$ cat config.mk
export PLATFORM = sky130hd
export DESIGN_NAME = ecss_clock_source
export DESIGN_NICKNAME = d
export VERILOG_FILES = /design/src/design/ecss_pkg.sv /design/src/design/ecss_clock_source.sv
export SDC_FILE = /design/constraint.sdc
export NUM_CORES = 1
export LEC_CHECK = 0
export BUFFER_PORTS_ARGS = -buffer_cell sky130_fd_sc_hd__buf_2
export CAP_MARGIN = 20
export CORE_MARGIN = 8
export CORE_UTILIZATION = 40
export CTS_CLUSTER_SIZE = 20
export DETAILED_ROUTE_END_ITERATION = 16
export PLACE_DENSITY_LB_ADDON = 0.15
export SLEW_MARGIN = 20
export SYNTH_ARGS = -nofsm -noshare
export SYNTH_HDL_FRONTEND = slang
export SYNTH_SLANG_ARGS = --single-unit
$ cat constraint.sdc
create_clock -name sys_clk_i -period 2.3 [get_ports sys_clk_i]
set_clock_uncertainty 0.05 [all_clocks]
set_input_delay 0 -clock sys_clk_i [delete_from_list [all_inputs] [get_ports sys_clk_i]]
set_output_delay 0 -clock sys_clk_i [all_outputs]
set_load 0.03 [all_outputs]
$ cat src/design/ecss_pkg.sv
// package for the external clock source start-up block
package ecss_pkg;
  // reset source configuration codes
  localparam logic [2:0] RST_EXT = 3'h7;
  localparam logic [2:0] RST_HF1M = 3'h6;
  localparam logic [2:0] RST_LF = 3'h5;
  localparam logic [2:0] RST_SEC = 3'h4;
  localparam logic [2:0] RST_EXTPLL = 3'h2;
  localparam logic [2:0] RST_HF32M = 3'h0;
  // external mode configuration codes
  localparam logic [2:0] EXT_LOGIC_HIGH = 3'h0;
  localparam logic [2:0] EXT_LOGIC_LOW = 3'h1;
  localparam logic [2:0] EXT_XTAL_HIGH = 3'h2;
  localparam logic [2:0] EXT_XTAL_MED = 3'h4;
  localparam logic [2:0] EXT_XTAL_LOW = 3'h5;
  // start-up count of oscillator periods
  localparam int STARTUP_PERIODS = 1024;
  localparam logic [10:0] STARTUP_DONE = 11'h400;
  // reset values of run-time fields
  localparam logic [3:0] DIV_RESET = 4'h0;
  localparam logic [3:0] DIV_HF1M = 4'h2;
  localparam logic [2:0] FRQ_RESET = 3'h2;
  localparam logic [2:0] FRQ_32M = 3'h5;
  // register offsets on the plain port
  localparam logic [3:0] REG_CTRL = 4'h0;
  localparam logic [3:0] REG_STAT = 4'h1;
  localparam logic [3:0] REG_FREQ = 4'h2;
  localparam logic [3:0] REG_SEC = 4'h3;
  // control fields field positions
  localparam int CTRL_DIV_LSB = 0;
  localparam int CTRL_SRC_LSB = 4;
  localparam int SEC_DRIVE_BIT = 0;
  localparam int SEC_EN_BIT = 1;
  // analog control bundle
  typedef struct packed {
    logic pll_en;
    logic [1:0] amp_gain;
    logic ext_high_power;
    logic sec_en;
    logic sec_high_power;
    logic [2:0] freq_sel;
  } ecss_ana_t;
endpackage

$ cat src/design/ecss_clock_source.sv
// external clock source start-up, selection and clock-out routing
//
// Implementation choices: the register addresses and the strobed register port.
`timescale 1ns/100ps
// Behaviour
// fuse low drives instruction clock, system clock over four, onto output pin.
// fuse high releases the output pin for general-purpose use.
// logic-level clock mode skips the start-up counter entirely.
// logic is fully static; a stopped clock simply freezes all state.
// crystal modes count 1024 primary periods after reset or wake.
// primary count completion sets the external ready flag.
// secondary oscillator counts 1024 secondary periods then sets its ready flag.
// secondary drive select 0 is low power, 1 high power.
// software disables the secondary oscillator before changing its drive.
// multiplier enabled whenever external-with-multiplier is selected.
// external source used by reset fuses or run-time request.
// chosen source is post-scaled by the divider request field.
// fast internal frequency follows the internal frequency select register.
// slow internal oscillator is a fixed nominal 31 kHz source.
// crystal modes select low, medium or high amplifier gain.
// secondary oscillator active when selected by fuse or run-time request.
// logic-level clock mode offers high-power and low-power drive.
// reset source fuse picks source after reset per the coded table.
// switch allow fuse low makes writes to source and divider ignored.
// ready flag cleared when a count starts, kept clear until done.
module ecss_clock_source (
  input wire logic sys_clk_i, // system clock, 100 MHz
  input wire logic rst_i, // asynchronous reset, active high
  input wire logic clk_en_i, // clock enable, freezes all state when low
  input wire logic wake_i, // wake from sleep pulse
  input wire logic [2:0] reset_source_fuse_i, // reset source configuration
  input wire logic [2:0] external_mode_fuse_i, // external mode configuration
  input wire logic clock_out_disable_fuse_i, // clock-out disable
  input wire logic switch_allow_fuse_i, // run-time switching allowed
  input wire logic primary_in_pin_i, // primary oscillator input
  input wire logic secondary_in_pin_i, // secondary oscillator input
  input wire logic gpio_out_i, // general-purpose value for output pin
  input wire logic gpio_oe_i, // general-purpose enable for output pin
  input wire logic [3:0] addr_i, // register address
  input wire logic [7:0] wdata_i, // write data
  input wire logic wr_i, // write strobe
  input wire logic rd_i, // read strobe
  output logic [7:0] rdata_o, // read data, one cycle after strobe
  output logic primary_out_pin_o, // output pin value
  output logic primary_out_pin_oe_o, // output pin enable
  output logic [2:0] cur_source_o, // active source code
  output logic [3:0] cur_div_o, // active post-scale divider
  output ecss_pkg::ecss_ana_t ana_o, // oscillator analog controls
  output logic external_ready_flag_o, // external oscillator ready
  output logic secondary_ready_flag_o // secondary oscillator ready
);
  logic [1:0] pri_sync, sec_sync;
  logic pri_prev, sec_prev;
  logic [10:0] pri_cnt, sec_cnt;
  logic [2:0] src, freq;
  logic [3:0] div;
  logic sec_drive, sec_en, started;
  logic [1:0] icnt;
  logic [7:0] next_rdata;
  wire pri_edge = pri_sync[1] & ~pri_prev;
  wire sec_edge = sec_sync[1] & ~sec_prev;
  // decode of configuration and bus
  wire ext_logic = (external_mode_fuse_i == ecss_pkg::EXT_LOGIC_HIGH) ||
                   (external_mode_fuse_i == ecss_pkg::EXT_LOGIC_LOW);
  wire ext_used = (src == ecss_pkg::RST_EXT) || (src == ecss_pkg::RST_EXTPLL);
  wire sec_used = (src == ecss_pkg::RST_SEC) || sec_en;
  wire wr_ctrl = wr_i && addr_i == ecss_pkg::REG_CTRL && switch_allow_fuse_i;
  wire wr_freq = wr_i && addr_i == ecss_pkg::REG_FREQ;
  wire wr_sec = wr_i && addr_i == ecss_pkg::REG_SEC;
  wire restart = ~started | wake_i;
  wire [2:0] rst_src = (reset_source_fuse_i == ecss_pkg::RST_HF32M) ? ecss_pkg::RST_HF1M
                       : reset_source_fuse_i;
  wire [3:0] rst_div = (reset_source_fuse_i == ecss_pkg::RST_HF1M) ? ecss_pkg::DIV_HF1M
                       : ecss_pkg::DIV_RESET;
  wire [2:0] rst_frq = (reset_source_fuse_i == ecss_pkg::RST_HF32M) ? ecss_pkg::FRQ_32M
                       : ecss_pkg::FRQ_RESET;

  // pin synchronisers, first stage read only by second
  always_ff @(posedge sys_clk_i or posedge rst_i) begin
    if (rst_i) begin
      pri_sync <= 2'h0;
      sec_sync <= 2'h0;
      pri_prev <= 1'b0;
      sec_prev <= 1'b0;
    end else if (clk_en_i) begin
      pri_sync <= {pri_sync[0], primary_in_pin_i};
      sec_sync <= {sec_sync[0], secondary_in_pin_i};
      pri_prev <= pri_sync[1];
      sec_prev <= sec_sync[1];
    end
  end

  // static state: everything freezes while clock enable is low
  // reset fuse loaded at first enabled edge after release
  always_ff @(posedge sys_clk_i or posedge rst_i) begin
    if (rst_i) begin
      started <= 1'b0;
      src <= ecss_pkg::RST_HF1M;
      div <= ecss_pkg::DIV_RESET;
      freq <= ecss_pkg::FRQ_RESET;
      sec_drive <= 1'b0;
      sec_en <= 1'b0;
    end else if (clk_en_i) begin
      started <= 1'b1;
      if (!started) begin
        src <= rst_src;
        div <= rst_div;
        freq <= rst_frq;
      // switch lock: writes dropped when fuse low
      end else if (wr_ctrl) begin
        src <= wdata_i[ecss_pkg::CTRL_SRC_LSB +: 3];
        div <= wdata_i[ecss_pkg::CTRL_DIV_LSB +: 4];
      end
      // frequency select register
      if (started && wr_freq) begin
        freq <= wdata_i[2:0];
      end
      // drive bit only changes while the sec_en enable bit is clear
      if (started && wr_sec) begin
        sec_en <= wdata_i[ecss_pkg::SEC_EN_BIT];
        if (!sec_en) begin
          sec_drive <= wdata_i[ecss_pkg::SEC_DRIVE_BIT];
        end
      end
    end
  end

  // primary start-up counter; R3 bypass in logic-level mode
  always_ff @(posedge sys_clk_i or posedge rst_i) begin
    if (rst_i) begin
      pri_cnt <= 11'h0;
      external_ready_flag_o <= 1'b0;
    end else if (clk_en_i) begin
      if (restart) begin
        pri_cnt <= 11'h0;
        external_ready_flag_o <= ext_logic;
      end else if (ext_logic) begin
        external_ready_flag_o <= 1'b1;
      end else if (pri_cnt != ecss_pkg::STARTUP_DONE) begin
        if (pri_edge) begin
          pri_cnt <= pri_cnt + 11'h1;
        end
        external_ready_flag_o <= 1'b0;
      end else begin
        external_ready_flag_o <= 1'b1;
      end
    end
  end

  // secondary start-up counter, restarts when oscillator off
  always_ff @(posedge sys_clk_i or posedge rst_i) begin
    if (rst_i) begin
      sec_cnt <= 11'h0;
      secondary_ready_flag_o <= 1'b0;
    end else if (clk_en_i) begin
      if (restart || !sec_used) begin
        sec_cnt <= 11'h0;
        secondary_ready_flag_o <= 1'b0;
      end else if (sec_cnt != ecss_pkg::STARTUP_DONE) begin
        if (sec_edge) begin
          sec_cnt <= sec_cnt + 11'h1;
        end
      end else begin
        secondary_ready_flag_o <= 1'b1;
      end
    end
  end

  // instruction clock divider and output pin routing
  always_ff @(posedge sys_clk_i or posedge rst_i) begin
    if (rst_i) begin
      icnt <= 2'h0;
      primary_out_pin_o <= 1'b0;
      primary_out_pin_oe_o <= 1'b0;
    end else if (clk_en_i) begin
      icnt <= icnt + 2'h1;
      primary_out_pin_o <= clock_out_disable_fuse_i ? gpio_out_i : icnt[1];
      primary_out_pin_oe_o <= clock_out_disable_fuse_i ? gpio_oe_i : 1'b1;
    end
  end

  // register read mux; unmapped reads return zero
  always_comb begin
    next_rdata = 8'h00;
    case (addr_i)
      ecss_pkg::REG_CTRL: next_rdata = {1'b0, src, div};
      ecss_pkg::REG_STAT: next_rdata = {6'h00, secondary_ready_flag_o, external_ready_flag_o};
      ecss_pkg::REG_FREQ: next_rdata = {5'h00, freq};
      ecss_pkg::REG_SEC: next_rdata = {6'h00, sec_en, sec_drive};
      default: next_rdata = 8'h00;
    endcase
  end

  // source, divider and analog controls
  always_ff @(posedge sys_clk_i or posedge rst_i) begin
    if (rst_i) begin
      rdata_o <= 8'h00;
      cur_source_o <= ecss_pkg::RST_HF1M;
      cur_div_o <= ecss_pkg::DIV_RESET;
      ana_o <= '0;
    end else if (clk_en_i) begin
      rdata_o <= rd_i ? next_rdata : 8'h00;
      cur_source_o <= src;
      cur_div_o <= div;
      ana_o.pll_en <= (src == ecss_pkg::RST_EXTPLL);
      ana_o.amp_gain <= !ext_used || ext_logic ? 2'h0 :
                        external_mode_fuse_i == ecss_pkg::EXT_XTAL_HIGH ? 2'h3 :
                        external_mode_fuse_i == ecss_pkg::EXT_XTAL_MED ? 2'h2 : 2'h1;
      ana_o.ext_high_power <= external_mode_fuse_i == ecss_pkg::EXT_LOGIC_HIGH;
      ana_o.sec_en <= sec_used;
      ana_o.sec_high_power <= sec_drive;
      ana_o.freq_sel <= freq;
    end
  end
endmodule

[Yosys cells after proc, flatten, opt, wreduce, memory -nomap -nowiden]
Index checks and enable logic that the tools add are counted.
Cells by class
  bitwise operators: 7
  multiplexer cells: 28
  add/subtract/negate cells: 3
  eq/ne operators: 16
  reductions and logical operators: 27
Operator list (number)
  two-way mux 11 bit: 7
  case mux 7 bit (4 select lines): 1
  adder 11 x 1 -> 11 bit (second input constant): 2
  != test 11 bit (second input constant): 2
  two-way mux 3 bit: 6
  equality test 3 bit (second input constant): 4
  equality test 4 x 2 -> 1 bit (second input constant): 2
  two-way mux 2 bit: 4
  two-way mux 4 bit: 2
  two-way mux 8 bit: 1
  AND reduction 2 bit: 4
  nonzero test 2 bit: 4
  two-way mux 1 bit: 7
  equality test 3 x 2 -> 1 bit (second input constant): 2
  logical AND 1 bit: 6
  logical NOT 3 bit: 2
  != test 2 x 1 -> 1 bit (second input constant): 3
  AND reduction 3 bit: 2
  logical OR 1 bit: 5
  equality test 4 x 1 -> 1 bit (second input constant): 1
  logical NOT 4 bit: 1
  inverter 1 bit: 4
  AND reduction 4 bit: 1
  equality test 3 x 1 -> 1 bit (second input constant): 1
  other kinds (5): 7
Storage, ports and cells
  logic and storage cells: 107
  output and inout bits: 28
  flip-flop bits (word level): 71

[Logic depth before layout (Yosys ltp)]
  depth in word-level cells: 6
  gate-level depth with buffers: 7

[Worst setup path before layout]
Ideal clock, no wire load.
  path kind: reg-to-reg
  start point: reg sec_cnt[0]
  end point: reg sec_cnt[10]
  data required time: 2160 ps
  path buffers: 1
  stages on the path, launching flop included: 8
  setup time: 90 ps
  clock period less this slack: 2070 ps
  path slack: 230 ps
  data arrival time: 1929 ps
  path through: dfrtp_1 inv_1 ha_1 or4b_1 o41a_1 o21a_1 buf_6 o221ai_1
Between the ends
  word-level cells in the longest chain between the ends: 4
Ends and longest elaborated chain
  start: declaration: RTL line ecss_clock_source.sv:54  | logic [10:0] pri_cnt, sec_cnt;
  start signal: assignment: RTL line ecss_clock_source.sv:161  | sec_cnt <= sec_cnt + 11'h1;
  adder 11 x 1 -> 11 bit: RTL line ecss_clock_source.sv:161
  two-way mux 11 bit: RTL line ecss_clock_source.sv:160  | if (sec_edge) begin
  two-way mux 11 bit: RTL line ecss_clock_source.sv:159  | end else if (sec_cnt != ecss_pkg::STARTUP_DONE) begin
  two-way mux 11 bit: RTL line ecss_clock_source.sv:156  | if (restart || !sec_used) begin
Several ways; a longest one is shown, not always the timed one. The select of a mux whose other input is x is not followed.
A chain may end at the register's enable or synchronous reset.

[Worst setup path in the final report]
  start point: reg sec_cnt[0]
  end point: reg sec_cnt[9]
The elaborated chain is that of the path after synthesis.

==> results_dict.tcl <==
set metrics [dict create \
    p_per_area_nw_per_um2 704 \
    async_flop_share 1.00 \
    worstSetupPathType "reg -> reg" \
    h-tree-depth 3 \
    hold_viol_final 0 \
    fill_cells 803 \
    yosysTopAreaCellShare 0.465 \
    start_util 0.407 \
    clk_latency_ns 0.35 \
    postSynthCellCount 330 \
    fin_nets 451 \
    first_global_vias 2837 \
    register_area_um2 1760 \
    arrival_ns 2.35 \
    worstPathRequired_ns 2.51 \
    root_buffer "clkbuf_8" \
    synth_edf_count 0 \
    cts_tree "yes" \
    die-height_um 110 \
    num_vias 2820 \
    fp.coreArea_um2 8590 \
    finalWirelength_mm 8.50 \
    wl_per_cell_um 16.0 \
    tns_ns 0 \
    syn_nets 364 \
    setup_viol 0 \
    stdcell_area_um2 4390 \
    yosysUniqueCellTypes 54 \
    grt_max_degree 46 \
    ys_seq_elements 70 \
    num_rows 34 \
    grt_usage 0.150 \
    leakage_nw 2.03 \
    diodes 0 \
    cts_buffer_depth 2 \
    clk_pin_slew_ns 0.07 \
    dp_hpwl_mm 5.99 \
    synth_commonest_cells "65 x dfrtp_1, 25 x inv_1, 20 x mux2_2" \
    io_pins 58 \
    fin_cells 530 \
    post_cts_buffers 0 \
    status "complete, no violations" \
    multi_input_area_um2 1570 \
    first_pass_iters 4 \
    synth-main-ff-cell "dfrtp_1" \
    synth_area_leader_cell "dfrtp_1" \
    period_needed_ns 2.14 \
    drtIter0Drc 123 \
    ir_worst_vdd_uv 418 \
    cts_sinks 70 \
    tightest_slew_ns 0.592 \
    whs_ns 0.0560 \
    place.gp.congestion 0.773 \
    cts_made_buffers 9 \
    die_w_um 110 \
    end_kind "flop" \
    grt_pass1_wl_mm 14.2 \
    synthTopCellsByArea "dfrtp_1 46%, mux2_2 6.4%, dfstp_2 3.8%, inv_1 2.7%, o31ai_1 2.4%" \
    drive_gt1_frac 0.294 \
    cp_max_fo 11 \
    final_antenna_net_count 0 \
    post-route-util 0.511 \
    antenna_found_initial 0 \
    yosys_warnings 0 \
    maxCapViolations 0 \
    max_freq_mhz 466 \
    vias_per_cell 5.32 \
    syn_avg_cell_area_um2 10.6 \
    hp-class "in -> reg" \
    yosysMostFrequentCell "dfrtp_1" \
    design.die.area_um2 12000 \
    rsz0062_at_grt "false" \
    area_growth_pct 25.4 \
    placement.cell_area_um2 3940 \
    maxSlewHeadroom 0.602 \
    cp-start-kind "flop" \
    final_max_slew_viol_count 0 \
    dpl.cell_count 489 \
    io_buffer_count 55 \
    route.detailed.drc 0 \
    gr-total-overflow 0 \
    syn_area_um2 3500 \
    post-route-period-util 0.932 \
    synth-seq-area-share 0.502 \
]
per-layer routing:
layer | part of all wire | GRT usage | vias up
met1 | 0.48 | 0.195 | 1359
met5 | 0 | 0 | -
li1 | - | - | 1392
met3 | 0.042 | 0.0293 | 16
met4 | 0.019 | 0.0723 | 0
met2 | 0.46 | 0.233 | 53
what timing repair did:
item	in CTS	in global routing
hold endpoints to repair	50	0
gates resized for setup	0	2
hold buffers	25	0
endpoints found under the setup margin	0	10
power by group:
group | switching [W] | internal [W]
clock network | 0.000479 | 0.000482
logic | 0.000357 | 0.000274
registers | 0.000113 | 0.00138
sequential cells by signal, summed over array words and instances, names as in the netlist, 3 cells and up:
name and count:
ana_o 9, cur_div_o 4, cur_source_o 3, div 4, freq 3, pri_cnt 11, rdata_o 7, sec_cnt 11
src 3
cell usage in the layout (no fill, tap or decap), types with 12 or more instances in the layout:
master          n
a21oi_1        12
a31oi_1        13
buf_2          55
buf_4          12
clkbuf_8       12
dfrtp_1        65
dlygate4sd3_1  25
inv_1          24
mux2_2         20
nand2_1        18
nand3_1        16
nor2_1         14
worst max-delay path, stage by stage, from the launching register on:
cell and delay [ns]:
dfrtp_1 0.41, inv_1 0.11, ha_1 0.14, or4b_1 0.45
o41a_1 0.40, o21a_2 0.32, o221ai_1 0.20
worst paths after layout:
kind	startpoint	end	slack (ns)	cells past startpoint
worst max register to register	sec_cnt[0]$_DFFE_PP0P_	sec_cnt[9]$_DFFE_PP0P_	0.16	6
max in group asynchronous	rst_i	src[2]$_DFFE_PP1P_	1.32	4
min in group asynchronous	rst_i	sec_prev$_DFFE_PP0P_	0.20	3
worst min register to register	icnt[0]$_DFFE_PP0P_	icnt[0]$_DFFE_PP0P_	0.42	1
worst max-delay path	sec_cnt[0]$_DFFE_PP0P_	sec_cnt[9]$_DFFE_PP0P_	0.16	6
worst min-delay path	clk_en_i	external_ready_flag_o$_DFFE_PP0P_	0.06	2
through the flow:
step | setup slack, ns | total power [W]
after floorplan | 0.230 | 0.00191
after global routing | 0.0414 | 0.00325
final | 0.156 | 0.00309
after global placement | 0.117 | 0.00210
after CTS | 0.0571 | 0.00312
after detailed placement | 0.0966 | 0.00211
area by class of cell:
class | count | area share
Clock inverter | 4 | 0.00684
Tap cell | 108 | 0.0308
Clock buffer | 12 | 0.0376
Timing Repair Buffer | 93 | 0.145
Sequential cell | 70 | 0.401
Inverter | 25 | 0.0214
Multi-Input combinational cell | 218 | 0.358
cell families after synthesis:
| logic type | after synthesis | synth area share |
|---|---|---|
| AND/OR/NAND/NOR | 96 | 0.149 |
| AO/OA/AOI/OAI | 83 | 0.174 |
| flip-flops | 70 | 0.502 |
| buffers and inverters | 42 | 0.0497 |
| multiplexers | 29 | 0.0972 |
| XOR/XNOR | 5 | 0.0125 |
| adder cells (fa/ha/maj) | 4 | 0.0143 |
| other | 1 | 0.00107 |
Note: power is estimated with default switching activity, not from simulation.
